--- src/tmc_pkg.sv ---
// Shared constants for the sixteen-bit timer/counter block.
// Assumes a 32-bit AXI4-Lite register bus and byte-wide registers in lane 0.
package tmc_pkg;

  // ==========================================================================
  // Register byte addresses
  localparam logic [7:0] ADDR_COUNT_LOW  = 8'h00;  // count_low_byte
  localparam logic [7:0] ADDR_COUNT_HIGH = 8'h04;  // count_high_byte
  localparam logic [7:0] ADDR_FLAG_REG   = 8'h08;  // peripheral_flag_reg_one
  localparam logic [7:0] ADDR_ENABLE_REG = 8'h0c;  // peripheral_enable_reg_one
  localparam logic [7:0] ADDR_CONTROL    = 8'h10;  // counter_control
  localparam logic [7:0] ADDR_PORT_DIR   = 8'h14;  // port_c_direction
  localparam logic [7:0] ADDR_PORT_DATA  = 8'h18;  // port output latch

  // ==========================================================================
  // Field positions
  localparam int BIT_RUN_CONTROL  = 0;  // counter_control run bit
  localparam int BIT_CLOCK_SELECT = 1;  // counter_control source select
  localparam int BIT_OSC_ENABLE   = 3;  // counter_control oscillator enable
  localparam int CTRL_IMPL_MSB    = 5;  // bits above read as zero
  localparam int BIT_OVERFLOW     = 0;  // flag and enable position
  localparam int PIN_OSC_OUT      = 0;  // port bit of osc_output_pin
  localparam int PIN_OSC_IN       = 1;  // port bit of osc_input_pin

  // ==========================================================================
  // Widths and reset values
  localparam int         REG_WIDTH      = 8;
  localparam int         COUNT_WIDTH    = 16;
  localparam int         PORT_BITS      = 2;
  localparam logic [7:0] CONTROL_RESET  = 8'h00;
  localparam logic [1:0] PORT_DIR_RESET = 2'h3;   // both pins input after reset
  localparam logic [1:0] PORT_DAT_RESET = 2'h0;

  // ==========================================================================
  // AXI4-Lite responses
  localparam logic [1:0] RESP_OKAY   = 2'h0;
  localparam logic [1:0] RESP_SLVERR = 2'h2;

endpackage : tmc_pkg

--- src/tmc_timer.sv ---
// Sixteen-bit timer/counter with AXI4-Lite registers, interrupt and pin control.
// Assumes all inputs are synchronous to REF_CLK (40 MHz) and RSTN is async.
//
// Summary of operation
// - Count is sixteen bits in two byte registers, both readable and writable.
// - Count increments upward and wraps from all ones back to zero.
// - Every wrap sets the latched overflow flag, bit 0 of the flag register.
// - Overflow flag reaches the interrupt only while enable bit 0 is set.
// - Control bit 1 selects timer or counter operation.
// - Timer mode adds one every core cycle while running.
// - Counter mode adds one per rising edge of the external input.
// - Count advances only while control bit 0 is set, else holds.
// - Either capture/compare/PWM unit may pulse an internal count reset.
// - Oscillator enable forces both oscillator pins to inputs, ignoring direction bits.
`timescale 1ns/10ps
module tmc_timer
  import tmc_pkg::*;
(
  input  wire logic        REF_CLK,      // Core clock, 40 MHz
  input  wire logic        RSTN,         // Async reset, active low
  input  wire logic [7:0]  AWADDR,       // Write address
  input  wire logic        AWVALID,      // Write address valid
  output logic             AWREADY,      // Write address ready
  input  wire logic [31:0] WDATA,        // Write data
  input  wire logic [3:0]  WSTRB,        // Write byte strobes
  input  wire logic        WVALID,       // Write data valid
  output logic             WREADY,       // Write data ready
  output logic [1:0]       BRESP,        // Write response
  output logic             BVALID,       // Write response valid
  input  wire logic        BREADY,       // Write response ready
  input  wire logic [7:0]  ARADDR,       // Read address
  input  wire logic        ARVALID,      // Read address valid
  output logic             ARREADY,      // Read address ready
  output logic [31:0]      RDATA,        // Read data
  output logic [1:0]       RRESP,        // Read response
  output logic             RVALID,       // Read data valid
  input  wire logic        RREADY,       // Read data ready
  input  wire logic        CCP_RESET_A,  // Count reset from first capture unit
  input  wire logic        CCP_RESET_B,  // Count reset from second capture unit
  input  wire logic        OSC_OUT_I,    // osc_output_pin level, also count input
  output logic             OSC_OUT_O,    // osc_output_pin drive value
  output logic             OSC_OUT_OE,   // osc_output_pin drive enable
  input  wire logic        OSC_IN_I,     // osc_input_pin level
  output logic             OSC_IN_O,     // osc_input_pin drive value
  output logic             OSC_IN_OE,    // osc_input_pin drive enable
  output logic             IRQ           // Level interrupt, active high
);

  // ==========================================================================
  // Write channel: address and data taken in either order
  logic                 aw_ok_r;
  logic                 w_ok_r;
  logic                 aw_full_r;
  logic                 w_full_r;
  logic [7:0]           wr_addr_r;
  logic [REG_WIDTH-1:0] wr_data_r;
  logic                 wr_strb_r;
  logic                 bvalid_r;
  logic [1:0]           bresp_r;
  logic                 wr_go;
  logic                 wr_hit;

  assign wr_go = aw_full_r & w_full_r & ~bvalid_r;

  // Ready drops on acceptance and reopens once the response is gone
  always_ff @(posedge REF_CLK or negedge RSTN)
  begin
    if (!RSTN)
    begin
      aw_ok_r <= 1'b0;
      w_ok_r  <= 1'b0;
    end
    else
    begin
      if (AWVALID && aw_ok_r)
        aw_ok_r <= 1'b0;
      else if (!aw_full_r && !bvalid_r)
        aw_ok_r <= 1'b1;
      if (WVALID && w_ok_r)
        w_ok_r <= 1'b0;
      else if (!w_full_r && !bvalid_r)
        w_ok_r <= 1'b1;
    end
  end

  // Hold address and data until both are present
  always_ff @(posedge REF_CLK or negedge RSTN)
  begin
    if (!RSTN)
    begin
      aw_full_r <= 1'b0;
      w_full_r  <= 1'b0;
      wr_addr_r <= 8'h00;
      wr_data_r <= 8'h00;
      wr_strb_r <= 1'b0;
    end
    else
    begin
      if (AWVALID && aw_ok_r)
      begin
        aw_full_r <= 1'b1;
        wr_addr_r <= AWADDR;
      end
      else if (wr_go)
        aw_full_r <= 1'b0;
      if (WVALID && w_ok_r)
      begin
        w_full_r  <= 1'b1;
        wr_data_r <= WDATA[REG_WIDTH-1:0];  // Only lane 0 carries data
        wr_strb_r <= WSTRB[0];
      end
      else if (wr_go)
        w_full_r <= 1'b0;
    end
  end

  // Decode of the held write address
  always_comb
  begin
    unique case (wr_addr_r)
      ADDR_COUNT_LOW, ADDR_COUNT_HIGH, ADDR_FLAG_REG, ADDR_ENABLE_REG,
      ADDR_CONTROL, ADDR_PORT_DIR, ADDR_PORT_DATA: wr_hit = 1'b1;
      default:                                     wr_hit = 1'b0;
    endcase
  end

  // Response after both halves; unmapped addresses get SLVERR
  always_ff @(posedge REF_CLK or negedge RSTN)
  begin
    if (!RSTN)
    begin
      bvalid_r <= 1'b0;
      bresp_r  <= RESP_OKAY;
    end
    else if (wr_go)
    begin
      bvalid_r <= 1'b1;
      bresp_r  <= wr_hit ? RESP_OKAY : RESP_SLVERR;
    end
    else if (BREADY)
      bvalid_r <= 1'b0;
  end

  // Register write strobes, gated by lane 0 strobe
  logic wr_en;
  logic wr_cnt_lo;
  logic wr_cnt_hi;

  assign wr_en     = wr_go & wr_strb_r;
  assign wr_cnt_lo = wr_en & (wr_addr_r == ADDR_COUNT_LOW);
  assign wr_cnt_hi = wr_en & (wr_addr_r == ADDR_COUNT_HIGH);

  // ==========================================================================
  // Software registers
  logic [CTRL_IMPL_MSB:0] control_r;
  logic                   irq_enable_r;
  logic [PORT_BITS-1:0]   port_dir_r;
  logic [PORT_BITS-1:0]   port_dat_r;

  always_ff @(posedge REF_CLK or negedge RSTN)
  begin
    if (!RSTN)
    begin
      control_r    <= CONTROL_RESET[CTRL_IMPL_MSB:0];
      irq_enable_r <= 1'b0;
      port_dir_r   <= PORT_DIR_RESET;
      port_dat_r   <= PORT_DAT_RESET;
    end
    else if (wr_en)
    begin
      if (wr_addr_r == ADDR_CONTROL)
        control_r <= wr_data_r[CTRL_IMPL_MSB:0];
      if (wr_addr_r == ADDR_ENABLE_REG)
        irq_enable_r <= wr_data_r[BIT_OVERFLOW];
      if (wr_addr_r == ADDR_PORT_DIR)
        port_dir_r <= wr_data_r[PORT_BITS-1:0];
      if (wr_addr_r == ADDR_PORT_DATA)
        port_dat_r <= wr_data_r[PORT_BITS-1:0];
    end
  end

  logic run_control;
  logic clock_source_select;
  logic dedicated_osc_enable;

  assign run_control          = control_r[BIT_RUN_CONTROL];
  assign clock_source_select  = control_r[BIT_CLOCK_SELECT];
  assign dedicated_osc_enable = control_r[BIT_OSC_ENABLE];

  // ==========================================================================
  // Count core
  logic [COUNT_WIDTH-1:0] count;
  logic                   wrap;
  logic                   ccp_clear;

  assign ccp_clear = CCP_RESET_A | CCP_RESET_B;

  tmc_count_core #(
    .WIDTH    (COUNT_WIDTH)
  ) u_core (
    .clk      (REF_CLK),
    .rst_n    (RSTN),
    .run      (run_control),
    .ext_mode (clock_source_select),
    .ext_in   (OSC_OUT_I),
    .clr      (ccp_clear),
    .wr_lo    (wr_cnt_lo),
    .wr_hi    (wr_cnt_hi),
    .wr_byte  (wr_data_r),
    .count    (count),
    .wrap     (wrap)
  );

  // ==========================================================================
  // Overflow flag and interrupt; a wrap in the clearing cycle wins
  logic overflow_flag_r;
  logic flag_clear;
  logic irq_r;

  assign flag_clear = wr_en & (wr_addr_r == ADDR_FLAG_REG) & ~wr_data_r[BIT_OVERFLOW];

  always_ff @(posedge REF_CLK or negedge RSTN)
  begin
    if (!RSTN)
      overflow_flag_r <= 1'b0;
    else if (wrap)
      overflow_flag_r <= 1'b1;
    else if (flag_clear)
      overflow_flag_r <= 1'b0;
  end

  // Registered so the output comes straight from a flop
  always_ff @(posedge REF_CLK or negedge RSTN)
  begin
    if (!RSTN)
      irq_r <= 1'b0;
    else
      irq_r <= overflow_flag_r & irq_enable_r;
  end

  // ==========================================================================
  // Pin drive: direction bit 1 means input
  logic osc_out_oe_r;
  logic osc_in_oe_r;
  logic osc_out_o_r;
  logic osc_in_o_r;

  always_ff @(posedge REF_CLK or negedge RSTN)
  begin
    if (!RSTN)
    begin
      osc_out_oe_r <= 1'b0;
      osc_in_oe_r  <= 1'b0;
      osc_out_o_r  <= 1'b0;
      osc_in_o_r   <= 1'b0;
    end
    else
    begin
      osc_out_oe_r <= ~dedicated_osc_enable & ~port_dir_r[PIN_OSC_OUT];
      osc_in_oe_r  <= ~dedicated_osc_enable & ~port_dir_r[PIN_OSC_IN];
      osc_out_o_r  <= port_dat_r[PIN_OSC_OUT];
      osc_in_o_r   <= port_dat_r[PIN_OSC_IN];
    end
  end

  // ==========================================================================
  // Read channel: one cycle from address to data
  logic        ar_ok_r;
  logic        rvalid_r;
  logic [31:0] rdata_r;
  logic [1:0]  rresp_r;
  logic [31:0] rd_mux;
  logic        rd_hit;

  // Read mux; unused upper bits read as zero
  always_comb
  begin
    rd_mux = 32'h0000_0000;
    rd_hit = 1'b1;
    unique case (ARADDR)
      ADDR_COUNT_LOW:  rd_mux[7:0] = count[7:0];
      ADDR_COUNT_HIGH: rd_mux[7:0] = count[COUNT_WIDTH-1:8];
      ADDR_FLAG_REG:   rd_mux[BIT_OVERFLOW] = overflow_flag_r;
      ADDR_ENABLE_REG: rd_mux[BIT_OVERFLOW] = irq_enable_r;
      ADDR_CONTROL:    rd_mux[CTRL_IMPL_MSB:0] = control_r;
      ADDR_PORT_DIR:   rd_mux[PORT_BITS-1:0] = port_dir_r;
      ADDR_PORT_DATA:  rd_mux[PORT_BITS-1:0] = {OSC_IN_I, OSC_OUT_I};  // Pin levels
      default:         rd_hit = 1'b0;
    endcase
  end

  always_ff @(posedge REF_CLK or negedge RSTN)
  begin
    if (!RSTN)
      ar_ok_r <= 1'b0;
    else if (ARVALID && ar_ok_r)
      ar_ok_r <= 1'b0;
    else if (!rvalid_r)
      ar_ok_r <= 1'b1;
  end

  always_ff @(posedge REF_CLK or negedge RSTN)
  begin
    if (!RSTN)
    begin
      rvalid_r <= 1'b0;
      rdata_r  <= 32'h0000_0000;
      rresp_r  <= RESP_OKAY;
    end
    else if (ARVALID && ar_ok_r)
    begin
      rvalid_r <= 1'b1;
      rdata_r  <= rd_mux;
      rresp_r  <= rd_hit ? RESP_OKAY : RESP_SLVERR;
    end
    else if (RREADY)
      rvalid_r <= 1'b0;
  end

  // ==========================================================================
  // Outputs
  assign AWREADY    = aw_ok_r;
  assign WREADY     = w_ok_r;
  assign BVALID     = bvalid_r;
  assign BRESP      = bresp_r;
  assign ARREADY    = ar_ok_r;
  assign RVALID     = rvalid_r;
  assign RDATA      = rdata_r;
  assign RRESP      = rresp_r;
  assign IRQ        = irq_r;
  assign OSC_OUT_OE = osc_out_oe_r;
  assign OSC_IN_OE  = osc_in_oe_r;
  assign OSC_OUT_O  = osc_out_o_r;
  assign OSC_IN_O   = osc_in_o_r;

  // ==========================================================================
  // Checks
  // Count stepping is checked inside the core; flag, interrupt and pins here
  a_wrap_sets_flag: assert property (@(posedge REF_CLK) disable iff (!RSTN)
    !ccp_clear && !wr_cnt_lo && !wr_cnt_hi && run_control && !clock_source_select
    && (&count) |-> ##2 overflow_flag_r)
    else $error("overflow flag not set on wrap");

  a_irq_gating: assert property (@(posedge REF_CLK) disable iff (!RSTN)
    ##1 IRQ == $past(overflow_flag_r & irq_enable_r))
    else $error("interrupt does not follow flag and enable");

  a_pins_input: assert property (@(posedge REF_CLK) disable iff (!RSTN)
    dedicated_osc_enable |=> !OSC_OUT_OE && !OSC_IN_OE)
    else $error("oscillator pin driven while oscillator enabled");

  a_flag_sticky: assert property (@(posedge REF_CLK) disable iff (!RSTN)
    overflow_flag_r && !flag_clear |=> overflow_flag_r)
    else $error("overflow flag dropped without clear");

endmodule : tmc_timer

--- src/tmc_count_core.sv ---
// Sixteen-bit up-count with byte writes, clear input and wrap pulse.
// Assumes the external count input is already synchronous to clk.
`timescale 1ns/10ps
module tmc_count_core
  import tmc_pkg::*;
#(
  parameter int WIDTH = COUNT_WIDTH
)
(
  input  wire logic             clk,       // Core clock
  input  wire logic             rst_n,     // Async reset, active low
  input  wire logic             run,       // Counting enabled
  input  wire logic             ext_mode,  // 1: count external edges
  input  wire logic             ext_in,    // External count input level
  input  wire logic             clr,       // Internal reset input
  input  wire logic             wr_lo,     // Software write of low byte
  input  wire logic             wr_hi,     // Software write of high byte
  input  wire logic [7:0]       wr_byte,   // Byte being written
  output logic      [WIDTH-1:0] count,     // Current count
  output logic                  wrap       // Pulse: count rolled over
);

  // ==========================================================================
  // Edge detection and step decision
  logic             ext_d_r;
  logic             step;
  logic [WIDTH-1:0] count_r;
  logic [WIDTH-1:0] count_nxt;
  logic             wrap_r;

  // Remember last input level for rising-edge detection
  always_ff @(posedge clk or negedge rst_n)
  begin
    if (!rst_n)
      ext_d_r <= 1'b0;
    else
      ext_d_r <= ext_in;
  end

  // Timer mode steps every cycle, counter mode on rising edges only
  always_comb
  begin
    step = run & (ext_mode ? (ext_in & ~ext_d_r) : 1'b1);
  end

  // ==========================================================================
  // Count register: clear beats write beats increment
  always_comb
  begin
    count_nxt = count_r;
    if (clr)
      count_nxt = '0;
    else if (wr_lo || wr_hi)
    begin
      if (wr_lo)
        count_nxt[7:0] = wr_byte;
      if (wr_hi)
        count_nxt[WIDTH-1:8] = wr_byte[WIDTH-9:0];
    end
    else if (step)
      count_nxt = count_r + {{(WIDTH-1){1'b0}}, 1'b1};
  end

  always_ff @(posedge clk or negedge rst_n)
  begin
    if (!rst_n)
      count_r <= '0;
    else
      count_r <= count_nxt;
  end

  // Wrap pulse only for a genuine increment out of all ones
  always_ff @(posedge clk or negedge rst_n)
  begin
    if (!rst_n)
      wrap_r <= 1'b0;
    else
      wrap_r <= step & ~clr & ~wr_lo & ~wr_hi & (&count_r);
  end

  assign count = count_r;
  assign wrap  = wrap_r;

  // ==========================================================================
  // Checks; quiet means no clear and no software write in this cycle
  logic quiet;

  assign quiet = ~clr & ~wr_lo & ~wr_hi;

  a_low_byte_write: assert property (@(posedge clk) disable iff (!rst_n)
    wr_lo && !clr |=> count_r[7:0] == $past(wr_byte))
    else $error("low byte write not stored");

  a_wrap_to_zero: assert property (@(posedge clk) disable iff (!rst_n)
    quiet && run && !ext_mode && (&count_r) |=> count_r == '0 && wrap_r)
    else $error("count did not wrap to zero");

  a_timer_step: assert property (@(posedge clk) disable iff (!rst_n)
    quiet && run && !ext_mode
    |=> count_r == $past(count_r) + {{(WIDTH-1){1'b0}}, 1'b1})
    else $error("timer mode did not step");

  // Edge rebuilt from the input history, independent of the detector flop
  a_counter_edge: assert property (@(posedge clk) disable iff (!rst_n)
    quiet && run && ext_mode
    |=> count_r == $past(count_r) + {{(WIDTH-1){1'b0}}, $past(ext_in) & ~$past(ext_in, 2)})
    else $error("counter mode step mismatch");

  a_hold_stopped: assert property (@(posedge clk) disable iff (!rst_n)
    quiet && !run |=> $stable(count_r))
    else $error("count moved while stopped");

  a_ccp_clear: assert property (@(posedge clk) disable iff (!rst_n)
    clr |=> count_r == '0)
    else $error("internal reset did not clear count");

endmodule : tmc_count_core

--- config.mk ---
export PLATFORM = sky130hd
export DESIGN_NAME = tmc_timer
export DESIGN_NICKNAME = d
export VERILOG_FILES = /design/src/tmc_pkg.sv /design/src/tmc_timer.sv /design/src/tmc_count_core.sv
export SDC_FILE = /design/constraint.sdc
export NUM_CORES = 1
export LEC_CHECK = 0
export BUFFER_PORTS_ARGS = -buffer_cell sky130_fd_sc_hd__buf_2
export CORE_MARGIN = 2
export CORE_UTILIZATION = 52
export CTS_BUF_LIST = sky130_fd_sc_hd__clkbuf_4 sky130_fd_sc_hd__clkbuf_8 sky130_fd_sc_hd__clkbuf_16
export DETAILED_ROUTE_END_ITERATION = 10
export HOLD_SLACK_MARGIN = 0.02
export PLACE_DENSITY = 0.84
export SLEW_MARGIN = 0
export SYNTH_ARGS = -nofsm -noshare
export SYNTH_HDL_FRONTEND = slang
export SYNTH_SLANG_ARGS = --single-unit
--- constraint.sdc ---
create_clock -name REF_CLK -period 3.2 [get_ports REF_CLK]
set_clock_uncertainty 0.15 [all_clocks]
set_input_delay 0.32 -clock REF_CLK [delete_from_list [all_inputs] [get_ports REF_CLK]]
set_output_delay 0.32 -clock REF_CLK [all_outputs]
set_load 0.02 [all_outputs]
==> results.cfg <==
[global_routing]
grt_usage_pct = 21.30
grt_max_degree = 70
grt_overflow = 0
grt_pass1_wl_mm = 12.58
antenna_found_initial = 0
first_global_vias = 2738

[synth]
synth.most_common_cell = dfrtp_1
async_reset_ff_share_pct = 100.0
ys_seq_area_share_pct = 47.82
avgSynthCellArea_sq_um = 10.19
synthTopCellsByArea = dfrtp_1 46%, mux2_2 9.0%, buf_4 5.4%
synth_warnings = 0
synth_top_area_share_pct = 46.37
syn_inst = 355
synth_edf_count = 0
synth_top_cell_by_area = dfrtp_1
synth_common_cells = 67 x dfrtp_1, 34 x nand2_1, 29 x mux2_2, 26 x buf_4, 21 x o21ai_0
synth_cell_types = 52
syn_area_sq_um = 3616
ys_ff_latch = 69
synth_ff_type = dfrtp_1

[clock_network]
cts.sinks = 69
clk_pin_slew_ps = 80
clockBufferDepth = 2
post_cts_buffers = 0
root_buffer = clkbuf_8
cts_tree = yes
htree_levels = 3
clk_latency_ps = 350
cts_buffers = 9

[placement]
pre_cts_ws_ps = 681.2
dpl-instance-area_sq_um = 3844
dp_hpwl_mm = 5.271
place_congestion = 0.8781
io_buffers = 55

[sta]
fin_crit_sh_pct = 79.50
tightest_slew_ps = 877.5
fin_crit_ps = 2544
fin_setup_tns_ps = 0
fmax_mhz = 393.1
setup_ws_ps = 656.1
finalHoldViolCount = 0
slew_headroom_pct = 41.50
maxSlewViolCount = 0
rsz0062_at_grt = false
setup_viol = 0

[drt]
wl_per_cell_um = 15.12
drt-pass1-iter-count = 4
post_drt_via_cell_ratio = 5.685
drc = 0
ant_nets = 0
routed_wl_mm = 7.499
dr_wl_met2_mm = 3.549
met3_length_um = 512
vias = 2820
drt_iter0_markers = 158
met1_length_mm = 3.323
routed.top_layer = met4

[job]
drv_cap = 0

[layout]
drive_above_1_share_pct = 27.16
syn_to_final_growth_pct = 13.32
diodes = 0
multiInputGateArea_sq_um = 1690
nNetsFinal = 475
nFillCells = 578
regArea_sq_um = 1729
fin_area_sq_um = 4098

[worst_setup_path]
arrival_ps = 2650
crit_type = register to register
worstPathRequired_ps = 3310
end_kind = register
r2r_start = wr_addr_r[0]$_DFFE_PN0P_
critPathLaunchType = register
worstPathMaxFanout = 9
startpoint = wr_addr_r[0]$_DFFE_PN0P_

[min_path]
hp-class = input pin to async pin

[floorplanning]
dieArea_sq_um = 7637
ioPinCount = 109
core_area_sq_um = 6756
die_height_um = 87.39
chipWidth_um = 87.39
start_util_pct = 53.52
rows = 30

[power_and_ir_drop]
peakVddDrop_v = 0.0005100
p_leak_nw = 1.845
p_per_area_nw_per_um2 = 632.7

[status]
outcome = finished clean
[metrics by stage]
| stage | instances | total power [mW] | hold WS (ps) | util, % |
|---|---|---|---|---|
| finish | 496 | 2.592 | 4.388 | 60.65 |
| global route | 496 | 2.744 | 35.14 | 60.65 |
| CTS | 496 | 2.617 | 31.64 | 60.65 |
| detailed placement | 477 | 1.817 | 212.8 | 56.89 |
| global placement | 477 | 1.780 | 205.5 | 56.89 |
| floorplan | 380 | 1.640 | -125.6 | - |
[cells by family (layout without fill, tap and decap cells)]
| family | after synthesis | in the layout | synth area share, % |
|---|---|---|---|
| AOI/OAI and AO/OA | 79 | 79 | 14.01 |
| other | 1 | 26 | 0.1037 |
| buffers and inverters | 49 | 85 | 8.028 |
| adders and majority gates | 1 | 1 | 0.3460 |
| muxes | 41 | 41 | 12.98 |
| DFF | 69 | 69 | 47.82 |
| and+or+nand+nor | 115 | 115 | 16.71 |
[cell type report]
class | count | area share (%)
Sequential cell | 69 | 42.20
Multi-Input combinational cell | 262 | 41.25
Timing Repair Buffer | 60 | 7.817
Clock buffer | 10 | 3.359
Tap cell | 80 | 2.443
Clock inverter | 6 | 2.107
Inverter | 9 | 0.8244
[what timing repair did]
action	CTS	global route
hold endpoints to repair	3	0
setup endpoints to repair	0	0
resized for setup	0	0
hold buffers	3	0
[final timing paths]
check	end	slack [ps]	cells after the start
setup / recovery	u_core.count[0]$_DFFE_PN0P_	660	5
hold / removal	wr_data_r[5]$_DFFE_PN0P_	4	2
setup reg to reg	u_core.count[0]$_DFFE_PN0P_	660	5
hold reg to reg	OSC_OUT_O$_DFF_PN0_	220	0
max in group asynchronous	u_core.count[15]$_DFFE_PN0P_	2310	2
min in group REF_CLK	wr_addr_r[1]$_DFFE_PN0P_	40	2
[sequential cells by signal, summed over array words and instances (netlist names), 2 cells and up]
name	flops
u_core.count	16
port_dir_r	2
wr_addr_r	8
port_dat_r	2
wr_data_r	8
control_r	6
RDATA	8
[layout by cell type (no fill, tap or decap), types with 5 or more instances in the layout]
cell	instances
a21oi_1	19
and2_1	7
buf_2	55
clkbuf_8	10
conb_1	26
dfrtp_1	67
inv_1	9
mux2_2	29
mux2i_1	9
nand2_1	34
nand3_1	9
nand3b_1	5
nor2_1	19
nor3_1	10
o21a_1	7
o21ai_0	21
o22ai_1	5
o31ai_1	7
[worst max-delay path, stage by stage (launching register included)]
cell	delay, ps
dfrtp_1	390
or4_4	550
or4_4	610
mux2i_4	350
a21oi_1	130
a311oi_1	260
[metal layers]
metal  GRT usage (%)  vias up
li1                -     1342
met1           28.86     1334
met2           31.75      126
met5               0        -
met4           10.49        0
met3           5.498       18
[where the power goes]
part	internal [mW]	total, mW	leakage (nW)	switching, mW
registers	1.05	1.26	0.881	0.204
logic	0.252	0.542	0.852	0.289
clock network	0.458	0.795	0.112	0.336
No activity file was read; power rests on OpenSTA's default activity.
